[src/cso_map.svh]
`ifndef CSO_MAP_SVH
`define CSO_MAP_SVH

// ----------------------------------------------------------------
// Register offsets
// ----------------------------------------------------------------
`define CSO_ADDR_W          10
`define CSO_ADDR_THRESH_CFG 10'h01A
`define CSO_ADDR_STATUS     10'h01F
`define CSO_ADDR_DRV_CTRL   10'h0F0

// ----------------------------------------------------------------
// Field positions
// ----------------------------------------------------------------
`define CSO_THRESH_SEL_BIT  6
`define CSO_ST_CLK_BIT      3
`define CSO_ST_SREF_BIT     2
`define CSO_ST_FREF_BIT     1
`define CSO_ST_LOCK_BIT     0
`define CSO_FMT_BIT         7
`define CSO_LEG_HI          6
`define CSO_LEG_LO          5
`define CSO_LEG_B_BIT       6
`define CSO_LEG_A_BIT       5
`define CSO_POL_HI          4
`define CSO_POL_LO          3
`define CSO_SWING_HI        2
`define CSO_SWING_LO        1
`define CSO_PDN_BIT         0

// ----------------------------------------------------------------
// Reset values
// ----------------------------------------------------------------
`define CSO_THRESH_CFG_RST  8'h00
`define CSO_DRV_CTRL_RST    8'h62
`define CSO_STATUS_RST      8'h00

`endif

[src/cso_pkg.sv]
package cso_pkg;

   // Driver type selected by the format bit
   typedef enum logic
   {
      CSO_FMT_LVDS = 1'b0,
      CSO_FMT_CMOS = 1'b1
   } cso_fmt_type;

   // CMOS leg configuration field
   typedef enum logic [1:0]
   {
      CSO_LEGS_OFF  = 2'b00,
      CSO_LEG_A     = 2'b01,
      CSO_LEG_B     = 2'b10,
      CSO_LEGS_BOTH = 2'b11
   } cso_legs_type;

   // Monitor status as seen by the register file
   typedef struct packed
   {
      logic clk_above;
      logic second_ref_above;
      logic first_ref_above;
      logic digital_lock;
   } cso_status_type;

endpackage

[src/cso_mon_if.sv]
`timescale 1ns/1ps

// ----------------------------------------------------------------
// Monitor to register-file link
// ----------------------------------------------------------------
interface cso_mon_if;
   import cso_pkg::*;
   cso_status_type status;

   modport mon
   (
      output status
   );

   modport regs
   (
      input  status
   );
endinterface

[src/cso_regs.sv]
// What this block does
// - Status bit 3 reads one when clock input exceeds monitor threshold.
// - Status bit 2 shows second reference above threshold set by 0x01A bit 6.
// - Status bit 1 shows first reference above the same selectable threshold.
// - Status bit 0 reads one while the PLL digital lock detector is locked.
// - Output control bit 7 selects driver: zero LVDS (default), one CMOS.
// - In CMOS, bits 6:5 pick legs: 00 none, 01 A, 10 B, 11 both.
`timescale 1ns/1ps
`include "cso_map.svh"

module cso_regs
   import cso_pkg::*;
(
   input  wire logic                   clk_in,
   input  wire logic                   reset_in,
   input  wire logic [`CSO_ADDR_W-1:0] reg_addr_in,
   input  wire logic                   reg_wr_in,
   input  wire logic                   reg_rd_in,
   input  wire logic [7:0]             reg_wdata_in,
   output logic      [7:0]             reg_rdata_out,
   output logic                        reg_rvalid_out,
   input  wire logic                   clk_above_thresh_in,
   input  wire logic                   first_ref_above_thresh_in,
   input  wire logic                   second_ref_above_thresh_in,
   input  wire logic                   pll_digital_lock_in,
   output logic                        ref_thresh_sel_out,
   output logic                        first_output_cmos_out,
   output logic                        first_output_leg_a_on_out,
   output logic                        first_output_leg_b_on_out,
   output logic      [1:0]             first_output_polarity_out,
   output logic      [1:0]             first_output_lvds_swing_out,
   output logic                        first_output_power_down_out
);

   // ----------------------------------------------------------------
   // Declarations
   // ----------------------------------------------------------------
   cso_mon_if  mon_link ();

   logic [7:0] thresh_cfg_r;
   logic [7:0] drv_ctrl_r;
   logic [7:0] rdata_r;
   logic [7:0] rdata_nxt;
   logic       rvalid_r;
   logic       cmos_r;
   logic       leg_a_r;
   logic       leg_b_r;
   logic       leg_a_nxt;
   logic       leg_b_nxt;

   // ----------------------------------------------------------------
   // Helper functions
   // ----------------------------------------------------------------

   // Address match, shared by the write and read paths
   function automatic logic addr_hit(input logic [`CSO_ADDR_W-1:0] a,
                                     input logic [`CSO_ADDR_W-1:0] b);
      addr_hit = (a == b);
   endfunction

   // Pack monitor status into the readback byte; upper bits read zero
   function automatic logic [7:0] pack_status(input cso_status_type s);
      logic [7:0] v;
      v = 8'h00;
      v[`CSO_ST_CLK_BIT]  = s.clk_above;
      v[`CSO_ST_SREF_BIT] = s.second_ref_above;
      v[`CSO_ST_FREF_BIT] = s.first_ref_above;
      v[`CSO_ST_LOCK_BIT] = s.digital_lock;
      pack_status = v;
   endfunction

   // ----------------------------------------------------------------
   // Status monitor
   // ----------------------------------------------------------------
   cso_status_mon u_mon
   (
      .clk_in                     (clk_in),
      .reset_in                   (reset_in),
      .clk_above_thresh_in        (clk_above_thresh_in),
      .first_ref_above_thresh_in  (first_ref_above_thresh_in),
      .second_ref_above_thresh_in (second_ref_above_thresh_in),
      .pll_digital_lock_in        (pll_digital_lock_in),
      .mon                        (mon_link.mon)
   );

   // ----------------------------------------------------------------
   // Writable registers
   // ----------------------------------------------------------------

   // Threshold select; only bit 6 is implemented, the rest read zero
   always_ff @(posedge clk_in)
   begin
      if (reset_in)
      begin
         thresh_cfg_r <= `CSO_THRESH_CFG_RST;
      end
      else if (reg_wr_in && addr_hit(reg_addr_in, `CSO_ADDR_THRESH_CFG))
      begin
         thresh_cfg_r <= reg_wdata_in & (8'h01 << `CSO_THRESH_SEL_BIT);
      end
   end

   // First output channel driver control, all eight bits stored
   always_ff @(posedge clk_in)
   begin
      if (reset_in)
      begin
         drv_ctrl_r <= `CSO_DRV_CTRL_RST;
      end
      else if (reg_wr_in && addr_hit(reg_addr_in, `CSO_ADDR_DRV_CTRL))
      begin
         drv_ctrl_r <= reg_wdata_in;
      end
   end

   // Status offset has no storage, so a write there simply falls away
   // status writes dropped
   // (no write decode exists for the status offset)

   // ----------------------------------------------------------------
   // Driver leg decode
   // ----------------------------------------------------------------

   // LVDS drives both legs as one pair; leg field matters only in CMOS
   always_comb
   begin
      leg_a_nxt = 1'b1;
      leg_b_nxt = 1'b1;
      if (drv_ctrl_r[`CSO_FMT_BIT] == CSO_FMT_CMOS)
      begin
         case (cso_legs_type'(drv_ctrl_r[`CSO_LEG_HI:`CSO_LEG_LO]))
            CSO_LEGS_OFF:
            begin
               leg_a_nxt = 1'b0;
               leg_b_nxt = 1'b0;
            end
            CSO_LEG_A:
            begin
               leg_a_nxt = 1'b1;
               leg_b_nxt = 1'b0;
            end
            CSO_LEG_B:
            begin
               leg_a_nxt = 1'b0;
               leg_b_nxt = 1'b1;
            end
            default:
            begin
               leg_a_nxt = 1'b1;
               leg_b_nxt = 1'b1;
            end
         endcase
      end
   end

   // Registered so the pad controls never glitch on a decode change
   always_ff @(posedge clk_in)
   begin
      if (reset_in)
      begin
         cmos_r  <= CSO_FMT_LVDS;
         leg_a_r <= 1'b1;
         leg_b_r <= 1'b1;
      end
      else
      begin
         cmos_r  <= drv_ctrl_r[`CSO_FMT_BIT];
         leg_a_r <= leg_a_nxt;
         leg_b_r <= leg_b_nxt;
      end
   end

   // ----------------------------------------------------------------
   // Read path
   // ----------------------------------------------------------------

   // Read mux; unmapped offsets answer zero
   always_comb
   begin
      rdata_nxt = 8'h00;
      if (addr_hit(reg_addr_in, `CSO_ADDR_STATUS))
      begin
         rdata_nxt = pack_status(mon_link.status);
      end
      else if (addr_hit(reg_addr_in, `CSO_ADDR_THRESH_CFG))
      begin
         rdata_nxt = thresh_cfg_r;
      end
      else if (addr_hit(reg_addr_in, `CSO_ADDR_DRV_CTRL))
      begin
         rdata_nxt = drv_ctrl_r;
      end
   end

   // Read data held until the next read; valid follows the read strobe one cycle later
   always_ff @(posedge clk_in)
   begin
      if (reset_in)
      begin
         rdata_r  <= `CSO_STATUS_RST;
         rvalid_r <= 1'b0;
      end
      else
      begin
         rvalid_r <= reg_rd_in;
         if (reg_rd_in)
         begin
            rdata_r <= rdata_nxt;
         end
      end
   end

   // ----------------------------------------------------------------
   // Outputs
   // ----------------------------------------------------------------
   assign reg_rdata_out               = rdata_r;
   assign reg_rvalid_out              = rvalid_r;
   assign ref_thresh_sel_out          = thresh_cfg_r[`CSO_THRESH_SEL_BIT];
   assign first_output_cmos_out       = cmos_r;
   assign first_output_leg_a_on_out   = leg_a_r;
   assign first_output_leg_b_on_out   = leg_b_r;
   assign first_output_polarity_out   = drv_ctrl_r[`CSO_POL_HI:`CSO_POL_LO];
   assign first_output_lvds_swing_out = drv_ctrl_r[`CSO_SWING_HI:`CSO_SWING_LO];
   assign first_output_power_down_out = drv_ctrl_r[`CSO_PDN_BIT];

endmodule

[src/cso_status_mon.sv]
`timescale 1ns/1ps
`include "cso_map.svh"

// ----------------------------------------------------------------
// Frequency monitor and lock status capture
// ----------------------------------------------------------------
module cso_status_mon
   import cso_pkg::*;
(
   input  wire logic clk_in,
   input  wire logic reset_in,
   input  wire logic clk_above_thresh_in,
   input  wire logic first_ref_above_thresh_in,
   input  wire logic second_ref_above_thresh_in,
   input  wire logic pll_digital_lock_in,
   cso_mon_if.mon    mon
);

   cso_status_type status_r;

   // Capture monitor levels every cycle; a read sees the state sampled one edge earlier
   always_ff @(posedge clk_in)
   begin
      if (reset_in)
      begin
         status_r <= '0;
      end
      else
      begin
         status_r.clk_above        <= clk_above_thresh_in;
         status_r.second_ref_above <= second_ref_above_thresh_in;
         status_r.first_ref_above  <= first_ref_above_thresh_in;
         status_r.digital_lock     <= pll_digital_lock_in;
      end
   end

   assign mon.status = status_r;

endmodule
[config.mk]
export PLATFORM = sky130hd
export DESIGN_NAME = cso_regs
export DESIGN_NICKNAME = d
export VERILOG_FILES = /design/src/cso_pkg.sv /design/src/cso_mon_if.sv /design/src/cso_regs.sv /design/src/cso_status_mon.sv
export VERILOG_INCLUDE_DIRS = /design/src
export SDC_FILE = /design/constraint.sdc
export NUM_CORES = 1
export LEC_CHECK = 0
export BUFFER_PORTS_ARGS = -buffer_cell sky130_fd_sc_hd__buf_2
export CORE_AREA = 2 2 48 50
export CTS_BUF_LIST = sky130_fd_sc_hd__clkbuf_8
export DETAILED_ROUTE_END_ITERATION = 6
export DIE_AREA = 0 0 50 52
export GPL_TIMING_DRIVEN = 0
export PLACE_DENSITY = 0.81
export SLEW_MARGIN = 0
export SYNTH_ARGS = -nofsm -noshare
export SYNTH_HDL_FRONTEND = slang
export SYNTH_SLANG_ARGS = --single-unit
export TNS_END_PERCENT = 10
[constraint.sdc]
create_clock -name clk_in -period 3.73 [get_ports clk_in]
set_input_delay 1.119 -clock clk_in [delete_from_list [all_inputs] [get_ports clk_in]]
set_output_delay 1.119 -clock clk_in [all_outputs]
set_load 0.05 [all_outputs]
**After elaboration in Yosys (flattened, before gate mapping)**

Cells that the tools add are included.

- Output and inout port bits: 18
- Input bits: 26
- Logic and storage cells: 28
- Bits in registers: 25

- Bitwise logic cells: 1
- Eq/ne operators: 5
- Reductions and logical operators: 6
- Mux-type cells: 5

Operators by type and width:

| cell | number |
|---|---|
| two-way mux 8 bit | 3 |
| == test 10 x 5 -> 1 bit, second input constant | 2 |
| == test 10 x 8 -> 1 bit, second input constant | 1 |
| OR reduction 2 bit | 3 |
| == test 2 x 1 -> 1 bit, second input constant | 1 |
| == test 2 bit, second input constant | 1 |
| logical AND 1 bit | 2 |
| logical NOT 2 bit | 1 |
| two-way mux 1 bit | 2 |
| inverter 1 bit | 1 |

**Longest topological paths before layout**

Gate-level depths: netlist of run 1.

- Word-level depth: 4
- Mapped depth: 5
- Gate-level depth less buffers: 4

**Cells and area by module**

Synthesis of run 1 repeated with hierarchy kept, for this count alone.

- Cell total of the unflattened synthesis: 113
- Area, all modules: 1042.2 µm²

Modules (own cells, without submodules):

| module | cells each | area each (µm²) | seq. area each (µm²) | times used |
|---|---|---|---|---|
| cso_regs | 105 | 937.1 | 420.4 | 1 |
| cso_status_mon | 8 | 105.1 | 80.1 | 1 |

**Worst setup path after synthesis of run 1**

No wires, ideal clock.

- Path type: input-to-reg
- From: in reg_addr_in[1]
- To: reg rdata_r[6] (netlist: reg_rdata_out[6])
- Data arrival time: 2.016 ns
- Path buffers: 1
- Stages: 5
- Slack: 1.621 ns
- Data required time: 3.638 ns
- Setup time: 0.092 ns
- Path through: nor4b_1 and4_1 buf_6 a311o_2 o32ai_1

- Word-level cells in the longest chain between the ends: 4
- Elaborated cells on any way between the ends: 6
- Classes of those cells: eq/ne (3); mux (3)

RTL lines:

| what | line | RTL |
|---|---|---|
| start, declared | cso_regs.sv:16 | `` input wire logic [`CSO_ADDR_W-1:0] reg_addr_in, `` |
| == test 10 x 8 -> 1 bit | cso_regs.sv:58 | `addr_hit = (a == b);` |
| two-way mux 8 bit | cso_regs.sv:189 | `` else if (addr_hit(reg_addr_in, `CSO_ADDR_DRV_CTRL)) `` |
| two-way mux 8 bit | cso_regs.sv:185 | `` else if (addr_hit(reg_addr_in, `CSO_ADDR_THRESH_CFG)) `` |
| two-way mux 8 bit * | cso_regs.sv:181 | `` if (addr_hit(reg_addr_in, `CSO_ADDR_STATUS)) `` |
| end signal, assigned | cso_regs.sv:200 | `` rdata_r <= `CSO_STATUS_RST; `` |
| end signal, assigned | cso_regs.sv:208 | `rdata_r <= rdata_nxt;` |
| end, declared | cso_regs.sv:42 | `logic [7:0] rdata_r;` |

Mark *: on every way between the ends. The rest lies on a longest branch, timed or not.
A chain may end at the register's enable or synchronous reset.

**Worst setup path after layout of run 1**

- From: reg drv_ctrl_r[2]
- To: out first_output_lvds_swing_out[1]

RTL lines:

| what | line | RTL |
|---|---|---|
| start, declared | cso_regs.sv:41 | `logic [7:0] drv_ctrl_r;` |
| start signal, assigned | cso_regs.sv:108 | `` drv_ctrl_r <= `CSO_DRV_CTRL_RST; `` |
| start signal, assigned | cso_regs.sv:112 | `drv_ctrl_r <= reg_wdata_in;` |
| end, declared | cso_regs.sv:31 | `output logic [1:0] first_output_lvds_swing_out,` |

No word-level cell between the ends.

==> metrics.cfg, run 1 <==
[clocking]
ctsHtreeMaxLevel=1
clock_latency_ns=0.27
clkSlewWorstSetupHoldPaths_ns=0.08
clk_path_buf_depth=2
numCtsBuffers=3
cts_sinks=25
cts_resized=0
root_buffer=clkbuf_8
holdBufCountCts=0
cts_setup_buffers=0
cts_tree=yes

[timing]
finalWorstSetupSlack_ns=1.59
hold_violations=0
grt_setup_unrepaired=false
fmax_ghz=0.467
setup_viol=0
slew_viol_final=0
fin_skew_ns=0.00200
period_share_pct=57.4
worst_slew_pin_slew_ns=0.454
fin_tns_setup_ns=0
relSlewSlack_pct=69.7
period_needed_ns=2.14

[worst_setup_path]
required_ns=2.61
start_kind=register
arrival_ns=1.02
critical_path_class=reg -> out
cp_top_family=flip-flops
path_buf_inv=2
path_max_fanout=3
cpPeakStageDelay_ns=0.38
slowest_stage=dfxtp_1
crit_chain=buf_4 > buf_2
cp-end-kind=output port

[synthesis]
avgSynthCellArea_sq_um=8.98
yosysSeqAreaShare_pct=50.2
synth_edf_count=0
synthArstFlopShare_pct=0
synth-seq-cells=25
syn_nets=137
synthFlopType=dfxtp_1
syn_area_sq_um=997
yosysUniqueCellTypes=26
ys_warn_count=0
syn_inst=111

[global_route]
grt_first_pass_wirelength_mm=3.51
grt_pass1_vias=826
met1_usage_pct=19.0
use_met3_pct=4.02
antenna_found_initial=0
grt_max_degree=14
grt_usage_pct=18.5
met2_usage_pct=34.6
busiest_layer=met2
gr-total-overflow=0

[layout]
drive_gt1_share_pct=36.5
nNetsFinal=183
antenna_cells=0
synthToLayoutAreaGrowth_pct=28.6
stdcell_count=184
fin_area_sq_um=1280
fillers=184

[placement]
place_congestion=0.843
portBuffers=41
placed_cell_area_sq_um=1240
dp_hpwl_mm=1.72
place_ws_ns=1.34
dpl.cell_count=180

[die]
start_util_pct=47.4
io_pins=44
fp.dieH_um=52
core_sq_um=2110
die_area_sq_um=2600
fp-row-count=17
fp.dieW_um=50

[drt]
drc_errors=0
drt_wl_total_mm=2.27
post_drt_wl_per_cell_um=12.3
vias=925
via_per_inst=5.03
drt_iter0_markers=7
detail-route-antenna-nets=0
first_pass_iters=5

[power]
powerDensity_nw_per_um2=368
p_leak_nw=0.536
ir_drop_mv=0.232

[hold_path]
hold_class=reg -> reg

[flow_run]
maxCapViolCount=0

[run_status]
status=complete, no violations

flip-flops by register name, indices dropped and copies added (netlist names):
name and count:
thresh_cfg_r 1, first_output_leg_b_on_out 1, first_output_leg_a_on_out 1, reg_rvalid_out 1, first_output_cmos_out 1, u_mon.mon.status 4
drv_ctrl_r 8, reg_rdata_out 8
where the power goes:
group | switching [W] | internal (W)
clock | 0.0000805 | 0.0000736
sequential | 0.00000162 | 0.000272
combinational | 0.0000283 | 0.0000167
layout by cell type (no fill, tap or decap), drive strengths merged, types with 3 or more instances in the layout:
master and count:
a21oi 12, a311oi 4, buf 49, clkbuf 7
dfxtp 25, inv 4, nand2 12, nand3 8
nand4 6, nor2 10, nor2b 5, nor3 3
cells in the mapped netlist, drive strengths merged (2+ instances only):
cell type	number	area, sq um
a311oi	4	35.0
nor3	3	15.0
nor2b	5	31.3
nand2	12	47.6
nor4b	2	23.8
nand2b	2	12.5
clkbuf	4	15.0
inv	3	11.3
nand4	6	37.5
buf	8	61.3
a21oi	12	60.1
nand3	8	40.0
dfxtp	25	500
nor2	10	37.5
stage by stage:
stage                     power [W]  utilization [%]  hold slack, ns
after global routing       0.000487             60.9           0.504
after floorplan            0.000303                -           0.434
after global placement     0.000323             58.8           0.447
after detailed placement   0.000324             58.8           0.456
final                      0.000472             60.9           0.465
after CTS                  0.000475             60.9           0.469
kinds of logic after synthesis:
family,Yosys count,share of synthesized area [%]
compound gates,20,13.3
simple gates,51,27.7
flops,25,50.2
buf+inv,15,8.78
layout make-up:
| type | count | area (sq um) | area share, % |
|---|---|---|---|
| clock inverters | 1 | 3.75 | 0.293 |
| multi-input cells | 71 | 409 | 31.9 |
| clock buffers | 3 | 41.3 | 3.22 |
| inverters | 3 | 11.3 | 0.878 |
| well taps | 28 | 35.0 | 2.73 |
| repair buffers | 41 | 205 | 16.0 |
| plain buffers | 12 | 76.3 | 5.95 |
| flip-flops and latches | 25 | 500 | 39.0 |
routing by layer:
metal  wire length, um  up-vias
met4                44        0
met1               925      416
met2              1200       28
met5                 0        -
li1                  -      477
met3               100        4
worst paths after layout:
check             cells past startpoint  slack [ns]        startpoint                              to
hold / removal                        2        0.47  reg_rdata_out[4]                reg_rdata_out[4]
setup reg to reg                      3        2.95   thresh_cfg_r[6]                 thresh_cfg_r[6]
setup / recovery                      2        1.59     drv_ctrl_r[2]  first_output_lvds_swing_out[1]
hold reg to reg                       2        0.47  reg_rdata_out[4]                reg_rdata_out[4]
worst reg2reg max path: cells and delay by family (launching register included):
family / cells / cell delay, ns
compound gates: 2 / 0.31
buf+inv: 1 / 0.05
flops: 1 / 0.36
No activity file was read; power rests on OpenSTA's default activity.
==> run 2, diff against run 1 <==
--- a/config.mk
+++ b/config.mk
@@ -7,12 +7,12 @@
 export NUM_CORES = 1
 export LEC_CHECK = 0
 export BUFFER_PORTS_ARGS = -buffer_cell sky130_fd_sc_hd__buf_2
-export CORE_AREA = 2 2 48 50
+export CORE_AREA = 2 2 49 51
 export CTS_BUF_LIST = sky130_fd_sc_hd__clkbuf_8
 export DETAILED_ROUTE_END_ITERATION = 6
-export DIE_AREA = 0 0 50 52
+export DIE_AREA = 0 0 51 53
 export GPL_TIMING_DRIVEN = 0
-export PLACE_DENSITY = 0.81
+export PLACE_DENSITY = 0.78
 export SLEW_MARGIN = 0
 export SYNTH_ARGS = -nofsm -noshare
 export SYNTH_HDL_FRONTEND = slang
==> constraint.sdc (replaced) <==
create_clock -name clk_in -period 2.1 [get_ports clk_in]
set_input_delay 0.63 -clock clk_in [delete_from_list [all_inputs] [get_ports clk_in]]
set_output_delay 0.63 -clock clk_in [all_outputs]
set_load 0.05 [all_outputs]
==> run 2 against run 1 <==
Compared with the run above: final cell count unchanged; cell area unchanged; worst setup slack worse by 1.1 ns; critical endpoint is now drv_ctrl_r[1]; via count up 2.7%; sequential power up 78%; flip-flop and latch count unchanged; combinational power up 79%; clock power up 78%; count of clock-buffer cells in the layout unchanged; clock skew about the same.
==> metrics.cfg, run 2 (synthesis results as in run 1) <==
[clocking]
clock_latency_ns=0.27  ; about the same
cts_resized=0  ; unchanged
cts_tree=yes
root_buffer=clkbuf_8
ctsHtreeMaxLevel=1  ; unchanged
clk_path_buf_depth=2  ; unchanged
cts_sinks=25  ; unchanged
clkSlewWorstSetupHoldPaths_ns=0.08  ; about the same
holdBufCountCts=0  ; unchanged
numCtsBuffers=3  ; unchanged
cts_setup_buffers=0  ; unchanged

[global_route]
grt_first_pass_wirelength_mm=3.77  ; +7.5%
grt_max_degree=14  ; unchanged
grt_usage_pct=18.5  ; +0.044 points
grt_pass1_vias=919  ; +11%
gr-total-overflow=0  ; unchanged
antenna_found_initial=0  ; unchanged

[layout]
nNetsFinal=183  ; unchanged
fillers=220  ; +20%
synthToLayoutAreaGrowth_pct=28.6  ; unchanged
mostFrequentLayoutCells=buf_2, dfxtp_1, a21oi_1, nand2_1, nor2_1
drive_gt1_share_pct=36.5  ; unchanged
antenna_cells=0  ; unchanged
multi_input_area_sq_um=409  ; unchanged
ff_latch_area_sq_um=500  ; unchanged
final_common_cell=buf_2
stdcell_count=184  ; unchanged

[die]
fp.dieW_um=51  ; +2.0%
die_area_sq_um=2700  ; +4.0%
io_pins=44  ; unchanged
fp-row-count=17  ; unchanged
core_sq_um=2150  ; +2.0%
start_util_pct=46.4  ; -0.94 points
fp.dieH_um=53  ; +1.9%

[worst_setup_path]
critical_path_class=in -> reg
arrival_ns=1.78  ; +0.76 ns
slowest_stage=nor4b_2
cp-end-kind=register
required_ns=2.24  ; -0.37 ns
path_max_fanout=10  ; +7
start_kind=input port
reg2reg_to=thresh_cfg_r[6]
cpPeakStageDelay_ns=0.34  ; -0.04 ns
reg2reg_depth=3  ; unchanged
worstReg2RegStart=thresh_cfg_r[6]
r2r_setup_slack_ns=1.30  ; -1.65 ns
crit_chain=buf_2 > nor4b_2 > nand4_1 > clkbuf_1 > nor3_1 > a21oi_1

[placement]
dp_hpwl_mm=1.75  ; +1.9%
portBuffers=41  ; unchanged
dpl.cell_count=180  ; unchanged
place_congestion=0.738  ; -12%

[run_status]
status=complete, no violations

[drt]
vias=950  ; +2.7%
post_drt_wl_per_cell_um=12.3  ; -0.26%
drt_iter0_markers=20  ; +13
drt_wl_total_mm=2.26  ; -0.26%
via_per_inst=5.16  ; +2.7%
detail-route-antenna-nets=0  ; unchanged
first_pass_iters=4  ; -1
drc_errors=0  ; unchanged

[timing]
fin_tns_setup_ns=0  ; unchanged
fmax_ghz=0.610
period_share_pct=78.0
setup_viol=0  ; unchanged
worst_slew_pin_slew_ns=0.462  ; +0.00859 ns
period_needed_ns=1.64
relSlewSlack_pct=69.2  ; -0.57 points
fin_skew_ns=0.00223  ; +0.000234 ns
grt_setup_unrepaired=false
hold_violations=0  ; unchanged
slew_viol_final=0  ; unchanged

[hold_path]
hold_class=reg -> reg
holdCritStartpoint=reg_rdata_out[5]
hold_end=reg_rdata_out[5]
hold_path_depth=2  ; unchanged

[power]
powerDensity_nw_per_um2=655  ; +78%
p_leak_nw=0.536  ; unchanged
ir_drop_mv=0.293  ; +26%

[flow_run]
maxCapViolCount=0  ; unchanged

run 2: cell counts in the layout (fill, tap and decap cells not counted):
No cell type changed its count.
run 2: layer usage:
metal	global-route usage, %	vias up	wire (um)
met5	0	-	0
met4	5.41	0	23
met3	3.39	4	143
met2	35.5	39	1090
met1	20.6	429	1010
li1	-	478	-
run 2: critical path, delay by kind of cell:
kind	cells	cell delay [ns]
compound gates	1	0.06
buf+inv	2	0.38
simple gates	3	0.72
run 2: worst max-delay path by stage:
stage | start | endpoint | depth (start not counted)
2_1_floorplan | reg_addr_in[1] | reg_rdata_out[6] | 5
3_3_place_gp | reg_addr_in[1] | drv_ctrl_r[1] | 6
3_5_place_dp | reg_addr_in[1] | drv_ctrl_r[1] | 6
4_1_cts | reg_addr_in[1] | drv_ctrl_r[1] | 6
5_1_grt | reg_addr_in[1] | drv_ctrl_r[1] | 6
6_report | reg_addr_in[1] | drv_ctrl_r[1] | 6
run 2: final cells by class:
cell class / count / share of cell area (%)
plain buffers: 12 / 5.95
multi-input cells: 71 / 31.9
clock inverters: 1 / 0.293
repair buffers: 41 / 16.0
inverters: 3 / 0.878
flip-flops and latches: 25 / 39.0
clock buffers: 3 / 3.22
well taps: 28 / 2.73
run 2: report_power, final:
part | switching, W | internal, W
Combinational | 0.0000509 | 0.0000297
Sequential | 0.00000313 | 0.000482
Clock | 0.000143 | 0.000131
run 2: per-stage QoR:
step / util, % / instance area (sq um) / setup slack [ns] / hold WS, ns / total power, W
3_3_place_gp: 57.6 / 1240 / 0.211 / 0.447 / 0.000574
2_1_floorplan: - / 997 / 0.480 / 0.434 / 0.000539
5_1_grt: 59.7 / 1280 / 0.311 / 0.486 / 0.000871
4_1_cts: 59.7 / 1280 / 0.430 / 0.465 / 0.000845
3_5_place_dp: 57.6 / 1240 / 0.155 / 0.453 / 0.000577
6_report: 59.7 / 1280 / 0.462 / 0.464 / 0.000840
==> run 3, diff against run 2 <==
--- a/config.mk
+++ b/config.mk
@@ -6,13 +6,14 @@
 export SDC_FILE = /design/constraint.sdc
 export NUM_CORES = 1
 export LEC_CHECK = 0
+export ABC_AREA = 1
 export BUFFER_PORTS_ARGS = -buffer_cell sky130_fd_sc_hd__buf_2
-export CORE_AREA = 2 2 49 51
+export CORE_AREA = 2 2 51 53
 export CTS_BUF_LIST = sky130_fd_sc_hd__clkbuf_8
 export DETAILED_ROUTE_END_ITERATION = 6
-export DIE_AREA = 0 0 51 53
+export DIE_AREA = 0 0 53 55
 export GPL_TIMING_DRIVEN = 0
-export PLACE_DENSITY = 0.78
+export PLACE_DENSITY = 0.8
 export SLEW_MARGIN = 0
 export SYNTH_ARGS = -nofsm -noshare
 export SYNTH_HDL_FRONTEND = slang
==> constraint.sdc (replaced) <==
create_clock -name clk_in -period 1.63 [get_ports clk_in]
set_input_delay 0.489 -clock clk_in [delete_from_list [all_inputs] [get_ports clk_in]]
set_output_delay 0.489 -clock clk_in [all_outputs]
set_load 0.05 [all_outputs]
==> run 3 against run 2 <==
Compared with the run above: worst setup slack lost 0.33 ns; final cell count grew 27%; flip-flop and latch count is the same; critical path type is now reg -> out; critical endpoint is now first_output_lvds_swing_out[0].
==> metrics.cfg, run 3 <==
[die]
fp-row-count=18  ; +1
io_pins=44  ; unchanged
core_sq_um=2360  ; +10%
die_area_sq_um=2920  ; +7.8%
start_util_pct=48.7  ; +2.3 points
fp.dieH_um=55  ; +3.8%
fp.dieW_um=53  ; +3.9%

[layout]
drive_gt1_share_pct=31.5  ; -5.0 points
final_common_cell=buf_2
mostFrequentLayoutCells=buf_2, nand2_1, dfxtp_1, inv_1, nor2_1
antenna_cells=0  ; unchanged
synthToLayoutAreaGrowth_pct=25.0
fillers=231  ; +5.0%
nNetsFinal=230  ; +26%
stdcell_count=233  ; +27%

[clocking]
ctsHtreeMaxLevel=1  ; unchanged
cts_resized=0  ; unchanged
cts_sinks=25  ; unchanged
numCtsBuffers=3  ; unchanged
holdBufCountCts=0  ; unchanged
clk_path_buf_depth=2  ; unchanged
clock_latency_ns=0.26  ; about the same
clkSlewWorstSetupHoldPaths_ns=0.08  ; about the same
cts_tree=yes
root_buffer=clkbuf_8
cts_setup_buffers=0  ; unchanged

[power]
p_leak_nw=0.786  ; +47%
ir_drop_mv=0.866  ; +200%
powerDensity_nw_per_um2=771  ; +18%
power.total_w=0.00111  ; +32%

[timing]
fmax_ghz=0.668
slew_viol_final=0  ; unchanged
fin_tns_setup_ns=0  ; unchanged
worst_slew_pin_slew_ns=0.430  ; -0.0325 ns
setup_viol=0  ; unchanged
fin_skew_ns=0.00205  ; -0.000185 ns
period_share_pct=91.9
relSlewSlack_pct=71.2  ; +2.1 points
finalWorstSetupSlack_ns=0.132  ; -0.329 ns
hold_violations=0  ; unchanged
grt_setup_unrepaired=false
period_needed_ns=1.50

[synthesis]
avgSynthCellArea_sq_um=7.29  ; -19%
ys_top_cells_by_area=dfxtp_1, nand2_1, nand3_1
synth_edf_count=0  ; unchanged
yosys.area.top_type_share_pct=43.5  ; -6.7 points
synthArstFlopShare_pct=0  ; unchanged
synthTopCellsByCount=nand2_1, dfxtp_1, inv_1
yosysSeqAreaShare_pct=43.5  ; -6.7 points
synth-seq-cells=25  ; unchanged
yosysMostFrequentCell=nand2_1
synthFlopType=dfxtp_1
ys_warn_count=0  ; unchanged
synth_top_cell_by_area=dfxtp_1
syn_area_sq_um=1150  ; +15%
yosysUniqueCellTypes=23  ; -12%
syn_nets=184  ; +34%
syn_inst=158  ; +42%

[drt]
routed.top_layer=met4
drt_iter0_markers=24  ; +20%
first_pass_iters=4  ; unchanged
drc_errors=0  ; unchanged
post_drt_wl_per_cell_um=10.9  ; -11%
via_per_inst=4.85  ; -6.0%
route.met3.wl_um=125  ; -13%
vias=1131  ; +19%
drt_wl_total_mm=2.55  ; +12%
met2_length_mm=1.38  ; +27%
wl_met1_mm=1.03  ; +1.8%
detail-route-antenna-nets=0  ; unchanged

[worst_setup_path]
slowest_stage=dfxtp_1
worstReg2RegStart=thresh_cfg_r[6]
crit_chain=buf_4 > buf_2
critical_path_class=reg -> out
r2r_setup_slack_ns=0.84  ; -0.46 ns
reg2reg_depth=4  ; +1
worstSetupStartpoint=drv_ctrl_r[1]
cpPeakStageDelay_ns=0.38  ; +0.04 ns
cp-end-kind=output port
start_kind=register
reg2reg_to=reg_rdata_out[6]
arrival_ns=1.01  ; -0.77 ns
path_max_fanout=3  ; -7
required_ns=1.14  ; -1.10 ns

[global_route]
grt_first_pass_wirelength_mm=4.19  ; +11%
antenna_found_initial=0  ; unchanged
gr-total-overflow=0  ; unchanged
grt_max_degree=14  ; unchanged
grt_pass1_vias=1034  ; +13%
grt_usage_pct=19.4  ; +0.94 points

[hold_path]
holdCritStartpoint=first_ref_above_thresh_in
hold_path_depth=3  ; +1
hold_end=u_mon.mon.status[1]
hold_class=in -> reg

[placement]
portBuffers=41  ; unchanged
place_congestion=0.870  ; +18%
place_ws_ns=0.109  ; -0.0469 ns
dp_hpwl_mm=2.06  ; +17%
dpl.cell_count=229  ; +27%

[flow_run]
maxCapViolCount=0  ; unchanged

[run_status]
status=complete, no violations

## run 3: cell types whose count changed after synthesis, sizes merged, moves of 2 or more
cell | before | now
a311oi | 4 | 0
nor2b | 5 | 1
nor4b | 2 | 0
nand3 | 8 | 20
inv | 3 | 24
nor2 | 10 | 23
nand2 | 12 | 36
buf | 8 | 6
clkbuf | 4 | 2
nand2b | 2 | 0
a21oi | 12 | 9
## run 3: cell families after synthesis
logic type	share of synthesized area, %
AND/OR/NAND/NOR	38.7
buffers and inverters	12.3
AO/OA/AOI/OAI	5.54
flip-flops	43.5
## run 3: how the worst max path moves through the flow
stage,to,slack [ns],cells after the start
2_1_floorplan,drv_ctrl_r[6],0.35,8
3_3_place_gp,drv_ctrl_r[6],0.15,9
3_5_place_dp,drv_ctrl_r[1],0.11,9
4_1_cts,first_output_lvds_swing_out[0],0.13,2
5_1_grt,first_output_lvds_swing_out[0],0.11,2
6_report,first_output_lvds_swing_out[0],0.13,2
## run 3: cell type report
type	instances	area, sq um	area share [%]
multi-input combinational	100	509	35.4
sequential	25	500	34.8
timing repair buffer	41	205	14.3
inverter	25	95.1	6.61
buffer	8	46.3	3.22
clock buffer	3	41.3	2.87
tap	30	37.5	2.61
clock inverter	1	3.75	0.261
## run 3: per-layer routing
metal	track usage [%]	vias to the layer above
met5	0	-
met4	2.56	0
met3	4.84	2
met2	38.3	28
met1	21.5	520
li1	-	581
## run 3: worst max-delay path, delay by kind of cell, from the launching register on
family / cells / cell delay, ns
buffers and inverters: 2 / 0.36
DFF: 1 / 0.38
## run 3: through the flow
stage	hold WS (ns)	instance area, sq um	utilization [%]
finish	0.419	1440	60.8
global route	0.434	1440	60.8
CTS	0.419	1440	60.8
detailed placement	0.453	1390	58.9
global placement	0.445	1390	58.9
floorplan	0.430	1150	-
## run 3: power by group
group / leakage [nW] / switching, W / internal (W) / total, W
Clock: 0.0269 / 0.000180 / 0.000168 / 0.000349
Combinational: 0.555 / 0.0000904 / 0.0000444 / 0.000135
Sequential: 0.204 / 0.00000409 / 0.000621 / 0.000626
